===== src/hw/fsr_pkg.sv =====
package fsr_pkg;
	// coprocessor register selectors (crn, crm, opc1, opc2)
	localparam logic [3:0] CRN_FAULT = 4'h5;
	localparam logic [3:0] CRM_FAULT = 4'h0;
	localparam logic [2:0] OPC1_FSR = 3'h0;
	localparam logic [2:0] OPC2_DATA_FAULT_STATUS = 3'h0;
	localparam logic [2:0] OPC2_INSTRUCTION_FAULT_STATUS = 3'h1;
	localparam logic [3:0] CRM_AUX = 4'h1;
	localparam logic [2:0] OPC1_HYP = 3'h4;
	localparam logic [3:0] CRN_SYND = 4'h5;
	localparam logic [3:0] CRM_SYND = 4'h2;
	localparam logic [2:0] OPC2_SYND = 3'h0;
	localparam logic [3:0] CRN_PAR = 4'h7;
	localparam logic [3:0] CRM_PAR = 4'h4;
	localparam logic [2:0] OPC2_PAR = 3'h0;
	// instruction fault status, long- and short-descriptor layouts
	localparam int IFS_EXT_POS = 12;
	localparam int IFS_RAO_POS = 9;
	localparam int IFS_SHORT_FS4_POS = 10;
	localparam logic [31:0] IFS_RESET = 32'h0000_0200;
	localparam logic [31:0] IFS_SHORT_RESET = 32'h0000_0000;
	localparam logic [5:0] ST_TRANS = 6'h04;
	localparam logic [5:0] ST_ACCESS = 6'h08;
	localparam logic [5:0] ST_PERM = 6'h0C;
	localparam logic [5:0] ST_SYNC_EXT = 6'h10;
	localparam logic [5:0] ST_DEBUG = 6'h22;
	localparam logic [1:0] LL_RESERVED = 2'h0;
	// hypervisor syndrome and address result layout
	localparam int HS_EC_LSB = 26;
	localparam int HS_IL_POS = 25;
	localparam int HS_CV_POS = 24;
	localparam int HS_CONDITION_CODE_LSB = 20;
	localparam logic [3:0] CONDITION_CODE_TRAPPED = 4'hE;
	localparam logic [31:0] HS_RESET = 32'h0000_0000;
	localparam logic [63:0] PAR_RESET = 64'h0;
	localparam int PAR_UNK_POS = 8;
	// processor modes
	localparam logic [4:0] MODE_MON = 5'h16;
	localparam logic [4:0] MODE_HYP = 5'h1A;
	// fault kinds reported by the translation logic
	typedef enum logic [2:0] {
		FK_TRANS = 3'b000,
		FK_ACCESS = 3'b001,
		FK_PERM = 3'b010,
		FK_EXT = 3'b011,
		FK_DEBUG = 3'b100
	} fsr_kind_t;
endpackage


===== src/hw/fsr_regs.sv =====
`timescale 1ns/1ps
`default_nettype none
// Function
// - external abort: abort type bit 12 is 0 for decode error, 1 for slave error
// - non-external faults return 0 in the abort type bit
// - long status: translation 0001LL, access flag 0010LL, permission 0011LL
// - synchronous external abort 010000, debug 100010; other codes reserved
// - level bits: 01 level 1, 10 level 2, 11 level 3; 00 reserved
// - cache maintenance abort reported in data fault status or syndrome
// - after such a report in data fault status, instruction status unspecified
// - instruction fault status at opc1 0, c5, c0, opc2 1, read and write
// - auxiliary fault status registers unimplemented: read unknown, writes ignored
// - syndrome accessible only in hyp mode or monitor with nonsecure bit set
// - syndrome content unspecified in nonsecure modes other than hyp
// - syndrome: class 31:26, length 25, specific syndrome 24:0
// - nonzero class with top bits 00 carries valid flag and condition 24:20
// - trapped instruction sets condition valid bit 24 to 1
// - trapped instruction writes condition code 0xE
// - condition code unknown while valid flag is 0; writes preserved
// - address result has no extra bits; bit 8 unknown, writes ignored
// - instruction status layout follows the active table format
// - instruction status holds last fault, banked secure and nonsecure
module fsr_regs #(
	parameter int DATA_W = 32
) (
	input wire logic I_CLK_SYS,
	input wire logic I_SYS_RST,
	// coprocessor access port
	input wire logic i_cp_valid,
	input wire logic i_cp_write,
	input wire logic [2:0] i_cp_opc1,
	input wire logic [3:0] i_cp_crn,
	input wire logic [3:0] i_cp_crm,
	input wire logic [2:0] i_cp_opc2,
	input wire logic [DATA_W-1:0] i_cp_wdata,
	input wire logic [4:0] i_mode,
	input wire logic i_nonsecure,
	input wire logic i_secure_config_nonsecure_bit,
	input wire logic i_long_desc,
	// instruction fault capture
	input wire logic i_ifault,
	input wire fsr_pkg::fsr_kind_t i_ifault_kind,
	input wire logic [1:0] i_ifault_level,
	input wire logic i_ifault_slverr,
	// data fault status word and cache maintenance faults
	input wire logic i_dfault,
	input wire logic [DATA_W-1:0] i_dfault_status,
	input wire logic i_cmaint_fault,
	input wire logic i_cmaint_to_hyp,
	// hyp exception capture
	input wire logic i_hyp_exc,
	input wire logic [5:0] i_hyp_class,
	input wire logic i_hyp_len,
	input wire logic [24:0] i_hyp_iss,
	input wire logic i_hyp_trapped,
	input wire logic [3:0] i_hyp_condition_code,
	// address translation result
	input wire logic i_par_load,
	input wire logic [63:0] i_par_value,
	output logic [DATA_W-1:0] O_CP_RDATA,
	output logic O_CP_ACK,
	output logic O_CP_UNDEF,
	output logic [DATA_W-1:0] O_DATA_FAULT_STATUS,
	output logic O_IFS_UNKNOWN
);
	typedef struct packed {
		logic [DATA_W-1:0] ifs_s;
		logic [DATA_W-1:0] ifs_ns;
		logic [DATA_W-1:0] dfs;
		logic [DATA_W-1:0] hs;
		logic [63:0] par;
		logic ifs_unk;
		logic [DATA_W-1:0] rdata;
		logic ack;
		logic undef;
	} fsr_state_t;

	fsr_state_t st_q;
	fsr_state_t st_d;
	logic [31:0] enc_word;
	logic enc_valid;
	logic sel_ifs, sel_dfs, sel_aux, sel_haux, sel_hs, sel_par;
	logic hs_allowed;
	logic [DATA_W-1:0] ifs_cur;
	logic [DATA_W-1:0] hs_new;
	logic [31:0] ifs_wmask;

	fsr_status_enc u_enc (
		.i_long(i_long_desc),
		.i_kind(i_ifault_kind),
		.i_level(i_ifault_level),
		.i_slverr(i_ifault_slverr),
		.o_word(enc_word),
		.o_valid(enc_valid)
	);

	// register decode
	assign sel_ifs = i_cp_opc1 == fsr_pkg::OPC1_FSR && i_cp_crn == fsr_pkg::CRN_FAULT &&
		i_cp_crm == fsr_pkg::CRM_FAULT && i_cp_opc2 == fsr_pkg::OPC2_INSTRUCTION_FAULT_STATUS;
	assign sel_dfs = i_cp_opc1 == fsr_pkg::OPC1_FSR && i_cp_crn == fsr_pkg::CRN_FAULT &&
		i_cp_crm == fsr_pkg::CRM_FAULT && i_cp_opc2 == fsr_pkg::OPC2_DATA_FAULT_STATUS;
	assign sel_aux = i_cp_opc1 == fsr_pkg::OPC1_FSR && i_cp_crn == fsr_pkg::CRN_FAULT &&
		i_cp_crm == fsr_pkg::CRM_AUX && i_cp_opc2[2:1] == 2'h0;
	assign sel_haux = i_cp_opc1 == fsr_pkg::OPC1_HYP && i_cp_crn == fsr_pkg::CRN_FAULT &&
		i_cp_crm == fsr_pkg::CRM_AUX && i_cp_opc2[2:1] == 2'h0;
	assign sel_hs = i_cp_opc1 == fsr_pkg::OPC1_HYP && i_cp_crn == fsr_pkg::CRN_SYND &&
		i_cp_crm == fsr_pkg::CRM_SYND && i_cp_opc2 == fsr_pkg::OPC2_SYND;
	assign sel_par = i_cp_opc1 == fsr_pkg::OPC1_FSR && i_cp_crn == fsr_pkg::CRN_PAR &&
		i_cp_crm == fsr_pkg::CRM_PAR && i_cp_opc2 == fsr_pkg::OPC2_PAR;

	// syndrome gate: hyp, or monitor while nonsecure bit set
	assign hs_allowed = (i_mode == fsr_pkg::MODE_HYP) ||
		(i_mode == fsr_pkg::MODE_MON && i_secure_config_nonsecure_bit);

	// banked copy seen by the current security state
	assign ifs_cur = i_nonsecure ? st_q.ifs_ns : st_q.ifs_s;

	// writable bits depend on format; long keeps reserved bits clear
	assign ifs_wmask = i_long_desc ? 32'h0000_103F : 32'h0000_140F;

	// assemble syndrome for a hyp exception
	always_comb begin
		hs_new = {i_hyp_class, i_hyp_len, i_hyp_iss};
		if (i_hyp_class != 6'h00 && i_hyp_class[5:4] == 2'h0) begin
			if (i_hyp_trapped) begin
				hs_new[fsr_pkg::HS_CV_POS] = 1'b1;
				hs_new[fsr_pkg::HS_CONDITION_CODE_LSB +: 4] = fsr_pkg::CONDITION_CODE_TRAPPED;
			end else begin
				hs_new[fsr_pkg::HS_CV_POS] = 1'b0;
				hs_new[fsr_pkg::HS_CONDITION_CODE_LSB +: 4] = i_hyp_condition_code;
			end
		end
	end

	// next-state: captures first, then software writes, then read answer
	always_comb begin
		st_d = st_q;
		st_d.ack = 1'b0;
		st_d.undef = 1'b0;
		st_d.rdata = '0;
		// fault capture records the latest instruction fault in the active bank
		if (i_ifault && enc_valid) begin
			if (i_nonsecure) begin
				st_d.ifs_ns = enc_word;
			end else begin
				st_d.ifs_s = enc_word;
			end
			st_d.ifs_unk = 1'b0;
		end
		if (i_dfault) begin
			st_d.dfs = i_dfault_status;
		end
		// cache maintenance abort goes to data status unless routed to hyp
		if (i_cmaint_fault) begin
			if (!i_cmaint_to_hyp) begin
				st_d.dfs = i_dfault_status;
				st_d.ifs_unk = 1'b1;
			end
		end
		if (i_hyp_exc) begin
			st_d.hs = hs_new;
		end
		if (i_par_load) begin
			st_d.par = i_par_value;
			st_d.par[fsr_pkg::PAR_UNK_POS] = 1'b0;
		end
		// software access
		if (i_cp_valid) begin
			st_d.ack = 1'b1;
			if (sel_ifs) begin
				if (i_cp_write) begin
					if (i_nonsecure) begin
						st_d.ifs_ns = (i_cp_wdata & ifs_wmask) |
							(i_long_desc ? fsr_pkg::IFS_RESET : fsr_pkg::IFS_SHORT_RESET);
					end else begin
						st_d.ifs_s = (i_cp_wdata & ifs_wmask) |
							(i_long_desc ? fsr_pkg::IFS_RESET : fsr_pkg::IFS_SHORT_RESET);
					end
					st_d.ifs_unk = 1'b0;
				end else begin
					st_d.rdata = ifs_cur;
					// long layout always shows bit 9 set, even over a short-format capture
					if (i_long_desc) begin
						st_d.rdata[fsr_pkg::IFS_RAO_POS] = 1'b1;
					end
				end
			end else if (sel_dfs) begin
				if (i_cp_write) begin
					st_d.dfs = i_cp_wdata;
				end else begin
					st_d.rdata = st_q.dfs;
				end
			end else if (sel_aux || sel_haux) begin
				// unimplemented: reads return zero, writes dropped
				st_d.rdata = '0;
				st_d.undef = sel_haux && !hs_allowed;
			end else if (sel_hs) begin
				if (!hs_allowed) begin
					st_d.undef = 1'b1;
				end else if (i_cp_write) begin
					st_d.hs = i_cp_wdata;
					// condition code preserved while valid flag is clear
					if (!i_cp_wdata[fsr_pkg::HS_CV_POS]) begin
						st_d.hs[fsr_pkg::HS_CONDITION_CODE_LSB +: 4] = st_q.hs[fsr_pkg::HS_CONDITION_CODE_LSB +: 4];
					end
				end else begin
					st_d.rdata = st_q.hs;
				end
			end else if (sel_par) begin
				if (i_cp_write) begin
					st_d.par[31:0] = i_cp_wdata;
					st_d.par[fsr_pkg::PAR_UNK_POS] = st_q.par[fsr_pkg::PAR_UNK_POS];
				end else begin
					st_d.rdata = st_q.par[31:0];
				end
			end else begin
				st_d.undef = 1'b1; // unmapped selector
			end
		end
	end

	// single state register; reset gives long-format bit 9 set
	always_ff @(posedge I_CLK_SYS or posedge I_SYS_RST) begin
		if (I_SYS_RST) begin
			st_q.ifs_s <= fsr_pkg::IFS_RESET;
			st_q.ifs_ns <= fsr_pkg::IFS_RESET;
			st_q.dfs <= '0;
			st_q.hs <= fsr_pkg::HS_RESET;
			st_q.par <= fsr_pkg::PAR_RESET;
			st_q.ifs_unk <= 1'b0;
			st_q.rdata <= '0;
			st_q.ack <= 1'b0;
			st_q.undef <= 1'b0;
		end else begin
			st_q <= st_d;
		end
	end

	assign O_CP_RDATA = st_q.rdata;
	assign O_CP_ACK = st_q.ack;
	assign O_CP_UNDEF = st_q.undef;
	assign O_DATA_FAULT_STATUS = st_q.dfs;
	assign O_IFS_UNKNOWN = st_q.ifs_unk;
endmodule
`default_nettype wire


===== src/hw/fsr_status_enc.sv =====
`timescale 1ns/1ps
`default_nettype none
// builds the instruction fault status word for one fault
module fsr_status_enc (
	input wire logic i_long,
	input wire fsr_pkg::fsr_kind_t i_kind,
	input wire logic [1:0] i_level,
	input wire logic i_slverr,
	output logic [31:0] o_word,
	output logic o_valid
);
	logic [5:0] status;
	logic [4:0] short_fs;

	// long format status codes, level folded into low bits
	always_comb begin
		o_valid = 1'b1;
		status = fsr_pkg::ST_SYNC_EXT;
		short_fs = 5'h08;
		unique case (i_kind)
			fsr_pkg::FK_TRANS: begin
				status = fsr_pkg::ST_TRANS | {4'h0, i_level};
				short_fs = 5'h05;
			end
			fsr_pkg::FK_ACCESS: begin
				status = fsr_pkg::ST_ACCESS | {4'h0, i_level};
				short_fs = 5'h03;
			end
			fsr_pkg::FK_PERM: begin
				status = fsr_pkg::ST_PERM | {4'h0, i_level};
				short_fs = 5'h0D;
			end
			fsr_pkg::FK_EXT: begin
				status = fsr_pkg::ST_SYNC_EXT;
				short_fs = 5'h08;
			end
			fsr_pkg::FK_DEBUG: begin
				status = fsr_pkg::ST_DEBUG;
				short_fs = 5'h02;
			end
			default: o_valid = 1'b0; // reserved kind, nothing captured
		endcase
		// level 0b00 is reserved for the level-carrying kinds
		if (i_kind inside {fsr_pkg::FK_TRANS, fsr_pkg::FK_ACCESS, fsr_pkg::FK_PERM} &&
				i_level == fsr_pkg::LL_RESERVED) begin
			o_valid = 1'b0;
		end
		o_word = 32'h0000_0000;
		if (i_long) begin
			o_word[5:0] = status;
			o_word[fsr_pkg::IFS_RAO_POS] = 1'b1;
		end else begin
			o_word[3:0] = short_fs[3:0];
			o_word[fsr_pkg::IFS_SHORT_FS4_POS] = short_fs[4];
		end
		// abort type only meaningful for external aborts
		o_word[fsr_pkg::IFS_EXT_POS] = (i_kind == fsr_pkg::FK_EXT) ? i_slverr : 1'b0;
	end
endmodule
`default_nettype wire


===== config.mk =====
export PLATFORM = sky130hd
export DESIGN_NAME = fsr_regs
export DESIGN_NICKNAME = d
export VERILOG_FILES = /design/src/hw/fsr_pkg.sv /design/src/hw/fsr_regs.sv /design/src/hw/fsr_status_enc.sv
export SDC_FILE = /design/constraint.sdc
export NUM_CORES = 1
export LEC_CHECK = 0
export ABC_AREA = 1
export BUFFER_PORTS_ARGS = -buffer_cell sky130_fd_sc_hd__buf_2
export CAP_MARGIN = 10
export CORE_MARGIN = 1.5
export CORE_UTILIZATION = 55
export CTS_CLUSTER_DIAMETER = 80
export CTS_CLUSTER_SIZE = 20
export DETAILED_ROUTE_END_ITERATION = 10
export MAX_ROUTING_LAYER = met4
export PLACE_DENSITY = 0.79
export SLEW_MARGIN = 20
export SYNTH_ARGS = -nofsm -noshare
export SYNTH_HDL_FRONTEND = slang
export SYNTH_SLANG_ARGS = --single-unit

===== constraint.sdc =====
create_clock -name I_CLK_SYS -period 13.6 [get_ports I_CLK_SYS]
set_input_delay 2.04 -clock I_CLK_SYS [delete_from_list [all_inputs] [get_ports I_CLK_SYS]]
set_output_delay 2.04 -clock I_CLK_SYS [all_outputs]
set_load 0.05 [all_outputs]

---- Word level (Yosys, flattened, before mapping) ----
Index checks and enable logic that the tools add are counted.
storage, ports and cells
  flip-flop bits (word level) ............. 195
  bits of input ports ..................... 203
  output and inout bits ................... 67
  word-level logic and storage cells ...... 124
operators by class
  equal/unequal tests ..................... 15
  mux-type cells .......................... 64
  bitwise operators ....................... 2
  reductions and logical operators ........ 32
operator list
  cell                                                                     number
  32-bit 2-to-1 mux                                                        33
  64-bit 2-to-1 mux                                                        4
  128-bit 2-to-1 mux                                                       1
  67-bit 2-to-1 mux                                                        1
  32-bit by 13-bit bitwise AND with 32-bit output                          1
  32-bit by 10-bit bitwise OR with 32-bit output                           1
  6-bit one-hot mux with 4 select lines                                    1
  1-bit logical AND                                                        19
  1-bit 2-to-1 mux                                                         16
  4-bit one-hot mux with 4 select lines                                    1
  4-bit by 3-bit equality test with 1-bit output, second input constant    3
  11-bit 2-to-1 mux                                                        1
  5-bit equality test, second input constant                               2
  10-bit 2-to-1 mux                                                        1
  5-bit 2-to-1 mux                                                         2
  3-bit zero test                                                          3
  4-bit 2-to-1 mux                                                         2
  8-bit by 7-bit inequality test with 1-bit output, second input constant  1
  7-bit by 6-bit inequality test with 1-bit output, second input constant  1
  3-bit by 1-bit equality test with 1-bit output, second input constant    2
  3-bit by 2-bit equality test with 1-bit output, second input constant    2
  3-bit equality test, second input constant                               2
  2-bit zero test                                                          3
  6-bit nonzero test                                                       1
  other kinds (8)                                                          9

---- Logic depth before layout (Yosys ltp) ----
  depth after elaboration ................. 11
  gate-level depth with buffers ........... 12
  mapped depth without buffers ............ 12

---- Modules after synthesis ----
Synthesis repeated with hierarchy kept, for this count alone.
second synthesis, totals
  cell total of the unflattened synthesis .. 1,523
  area, all modules ....................... 11,866.4 sq um
modules (own cells, without submodules)
  module          instances  cells each  area each (sq um)  seq. area each (sq um)
  fsr_regs        1          1,468       11,546.1           4,882.2
  fsr_status_enc  1          55          320.3              0.0

---- Least setup slack after synthesis ----
OpenSTA, ideal clock, no wires.
  path type ............................... input -> register
  from .................................... in i_cp_opc1[1]
  to ...................................... reg st_q[174] (netlist bit)
  setup time .............................. 0.117 ns
  arrival ................................. 3.137 ns
  data required time ...................... 13.483 ns
  path slack .............................. 10.346 ns
  stages on the path ...................... 9
  path buffers ............................ 1
  path through ............................ nor2_1 -> nand3_2 -> inv_4 -> nand3_4 -> nor2_8 -> nand2_2 -> buf_4 -> nand2_1 -> nor2_1
RTL lines
  item                  RTL line         text
  from (decl)           fsr_regs.sv:31   input wire logic [2:0] i_cp_opc1,
  to (signal assigned)  fsr_regs.sv:235  st_q <= st_d;
  to (decl)             fsr_regs.sv:78   fsr_state_t st_q;

==> results <==
- The total routing usage reported by global routing is 0.337.
- The post-CTS clock slew at the launch and capture registers of the worst setup and hold paths is 70 ps.
- In the routed layout, each cell is associated on average with a via count of between 5 and 6.
- The overall via count from detail_route is 10700.
- The maximum VDD drop is between 100 and 150 uV.
- The number of setup buffers added after CTS is 0.
- The number of pins with negative max-slew slack in the final report is 0.
- The first global-routing pass estimated 54.0 mm of wire.
- Dividing total power by cell area gives a power density of 111 nW/um2.
- The initial antenna violation count is 2.
- Together, buffers and inverters on the worst path number 3.
- The biggest area consumer among synthesized cells is sky130_fd_sc_hd__dfrtp_1.
- The later pin in the worst-skew pair is clocked with a latency of roughly 440 ps.
- The horizontal die dimension is 146 um.
- The synthesized-area fraction occupied by adder cells is 0.
- STA puts the critical path data arrival time at 4820 ps.
- The post-synthesis async set-or-reset flop share is 1.00.
- The critical path is of the primary input to flop type.
- Summed over all nets, wire length on met2 after detailed routing comes to 16.7 mm.
- Across the run, the number of max-cap violations was 0.
- The residual antenna-violating net count after detailed routing is 0.
- Measured against its own limit, the worst slew margin works out to 0.264.
- Of the total synthesized cell area, the portion taken by AND, OR, NAND and NOR gates is 0.270.
- The clock passes through at most 2 buffers.
- The netlist area before placement is 11300 um2.
- The total DRC errors in the routed layout is 0.
- The number of setup violations in the final report is 0.
- The finished cells cover approximately 13000 um2.
- The flow ran to the end, and the final reports show no timing, DRC or antenna violations.
- The overall overflow remaining after global route is 0.
- After routing, the total negative slack on setup checks comes to 0 ps.
- Port buffering added 236 buffers.
- The total number of nets in the final design is between 1500 and 2000.
- The count of yosys warnings during synthesis is 0.
- Leaving out fill and tap cells, the most frequent cells in the layout are sky130_fd_sc_hd__nand2_1 (428), sky130_fd_sc_hd__buf_2 (236), sky130_fd_sc_hd__o21ai_0 (196).
- For this design the static power due to leakage is 6.84 nW.
- The highest-delay cell along the critical path is sky130_fd_sc_hd__clkinv_1.
- The share of the synthesized area in compound gates (AO/OA/AOI/OAI) is 0.139.
- The number of hold-slack violations in the final timing report is 0.
- In the finished design, the share of the clock period the worst path needs comes to 0.332.
- Of the post-synthesis cell area, the dominant cell type holds 0.429.
- For this run, the top clock speed supported by timing is 0.222 GHz.
- The total iterations of the first detailed-routing run is 5.
- The worst path in the final design needs a cycle of 4510 ps, including I/O delays and setup.
- The die covers 21300 um2.
- By area the synthesized netlist is led by sky130_fd_sc_hd__dfrtp_1 (43%), sky130_fd_sc_hd__nand2_1 (14%), sky130_fd_sc_hd__o21ai_0 (8.7%).
- Walking the worst path, the cells encountered are buf_2 > clkinv_1 > nor2_4 > nand2_1 > inv_2 > nor2_1.
- At the end of routability-driven placement, the weighted congestion stood at just under 1.
- A synthesized cell averages between 7 and 8 um2.
- Setup repair after global routing left no endpoint under its margin.
- The uppermost metal layer occupied by signal nets is met4.
- The number of instances resized during post-cts repair is 0.
- In this run the count of I/O pins placed on the die edge is 270.
- The die is 146 um tall.
- The family with the most delay on the worst path is buffers and inverters.
- The tree built by TritonCTS fans out to 195 sinks.
- From synthesis to final layout, the design area changed by 11.4%.
- Hold is met by 496 ps.
- The number of buffers created by CTS is 17.
- The synthesized instance count is between 1500 and 2000.
- The floorplan step defined a core boundary enclosing 20200 um2.
- The maximum net fanout on the critical path is 43.
- After detailed routing, the total wire length is about 35 mm.
- The length of routed met3 wiring is between 2 and 3 mm.
- The largest single stage delay on the critical path is between 1000 and 1500 ps.
- The number of global-route vias before repair is 10100.
- Summed over all nets, the half-perimeter wirelength after detailed placement is between 20 and 25 mm.
- The H-tree level count is 4.
- The initial cell density of the core is 0.558.
- By area, the combinational part of the netlist is dominated by simple AND/OR/NAND/NOR gates.
- The most common library cell in the layout ignoring fill and taps is sky130_fd_sc_hd__nand2_1.
- The kind of end point of the critical path is a flop.
- The mux cell area share after synthesis is 0.0278.
- The CTS tree is built.
- The class of the tightest hold or removal check is flop to flop.
- Of the total synthesized cell area, the portion taken by XOR and XNOR cells is 0.
- The number of distinct library cells after synthesis is 40.
- After floorplanning, the core was divided into 52 placement rows.
- The cell at the root of the clock tree is sky130_fd_sc_hd__clkbuf_16.
- The sequential cell area fraction in the yosys report is 0.434.
- The average wire per standard cell is 18.1 um.
- Yosys mapped a number of flops with a built-in enable equal to 0.
- Between clock sinks in the finished design, the worst skew comes to 10.6 ps.
- After synthesis the netlist holds a flip-flop and latch count of 195.
- The met1 wire length is 14.1 mm.
- The primary flip-flop cell chosen by synthesis mapping is sky130_fd_sc_hd__dfrtp_1.
- Once placement finished, the instance area stood at between 10000 and 15000 um2.
- Measured on the finished design, the core utilization comes to 0.621.
- For the pin with the worst max-slew slack, the measured transition is between 1000 and 1500 ps.
- The kind of launch point of the worst setup path is a primary input.
- For the worst setup path, the data required time is about 14000 ps.
- The maximum number of pins on one net before global-route repair is between 100 and 150.
- The post-cts hold buffer count is 0.
- Of the cells placed in the final design, the portion with a size suffix greater than 1 is 0.198.
- After the first detailed-routing iteration, the DRC count stood at 919.
- The net count after synthesis is about 1700.
-- logic make-up (layout without fill, tap and decap cells) --
logic type | Yosys count | count (layout)
buffers and inverters | 291 | 414
other | 0 | 4
AND/OR/NAND/NOR | 727 | 727
multiplexers | 31 | 31
flip-flops | 195 | 195
AO/OA/AOI/OAI | 293 | 293
-- routing by layer --
| layer | vias up | global-route usage |
|---|---|---|
| met5 | - | - |
| met4 | 0 | 0.150 |
| met3 | 83 | 0.0497 |
| met2 | 538 | 0.549 |
| met1 | 5062 | 0.418 |
| li1 | 5047 | - |
-- worst reg2reg max path, stage by stage, from the launching register on --
cell and delay [ps]:
sky130_fd_sc_hd__dfstp_2 540, sky130_fd_sc_hd__nand2_1 60, sky130_fd_sc_hd__a21oi_1 180, sky130_fd_sc_hd__o21ai_0 150, sky130_fd_sc_hd__a21oi_1 220
-- power breakdown --
part | total, mW | switching (mW) | leakage, nW | internal, mW
logic | 0.230 | 0.159 | 4.06 | 0.0707
registers | 0.639 | 0.0224 | 2.50 | 0.616
clock network | 0.522 | 0.244 | 0.287 | 0.277
-- state kept, by name, summed over array words and instances, names as in the netlist, named ones only --
register             flops
O_CP_ACK                 1
O_DATA_FAULT_STATUS     32
st_q                   126
O_IFS_UNKNOWN            1
O_CP_UNDEF               1
O_CP_RDATA              32
-- final cells by class --
| type | count | area [um2] |
|---|---|---|
| Fill cell | 1845 | 7640 |
| Tap cell | 270 | 338 |
| Clock inverter | 14 | 164 |
| Timing Repair Buffer | 243 | 1240 |
| Sequential cell | 195 | 4880 |
| Clock buffer | 18 | 429 |
| Antenna cell | 4 | 10.0 |
| Inverter | 139 | 534 |
| Multi-Input combinational cell | 1051 | 4940 |
-- cells in the mapped netlist, types with 5 or more instances --
master,n
sky130_fd_sc_hd__nand2_1,428
sky130_fd_sc_hd__o21ai_0,196
sky130_fd_sc_hd__dfrtp_1,193
sky130_fd_sc_hd__nor2_1,162
sky130_fd_sc_hd__inv_1,129
sky130_fd_sc_hd__nand3_1,101
sky130_fd_sc_hd__buf_4,75
sky130_fd_sc_hd__a21oi_1,45
sky130_fd_sc_hd__clkbuf_1,40
sky130_fd_sc_hd__mux2i_1,29
sky130_fd_sc_hd__buf_2,27
sky130_fd_sc_hd__o21ai_1,21
sky130_fd_sc_hd__o21ai_2,15
sky130_fd_sc_hd__nand4_1,7
sky130_fd_sc_hd__buf_6,6
sky130_fd_sc_hd__nand2_2,6
sky130_fd_sc_hd__nor2_2,6
sky130_fd_sc_hd__a21boi_0,5
sky130_fd_sc_hd__clkinv_1,5
sky130_fd_sc_hd__o211ai_1,5
-- metrics by stage --
| stage | setup slack, ps | cells | total power [mW] |
|---|---|---|---|
| CTS | 9170 | 1930 | 1.39 |
| global placement | 8730 | 1898 | 0.870 |
| detailed placement | 8720 | 1898 | 0.876 |
| floorplan | 6250 | 1537 | 0.809 |
| global route | 8920 | 1932 | 1.44 |
| finish | 9090 | 1934 | 1.39 |
-- worst paths after layout --
check | cells past startpoint | slack [ps] | to | start
max in group asynchronous | 3 | 10560 | st_q[36]$_DFF_PP0_ | I_SYS_RST
worst max-delay path | 6 | 9090 | st_q[178]$_DFF_PP0_ | i_nonsecure
worst min-delay path | 2 | 500 | st_q[204]$_DFF_PP1_ | st_q[204]$_DFF_PP1_
worst max register to register | 4 | 12380 | O_CP_RDATA[9]$_DFF_PP0_ | st_q[204]$_DFF_PP1_
worst min register to register | 2 | 500 | st_q[204]$_DFF_PP1_ | st_q[204]$_DFF_PP1_
min in group asynchronous | 2 | 1740 | st_q[46]$_DFF_PP0_ | I_SYS_RST
Note: power is estimated with default switching activity, not from simulation.
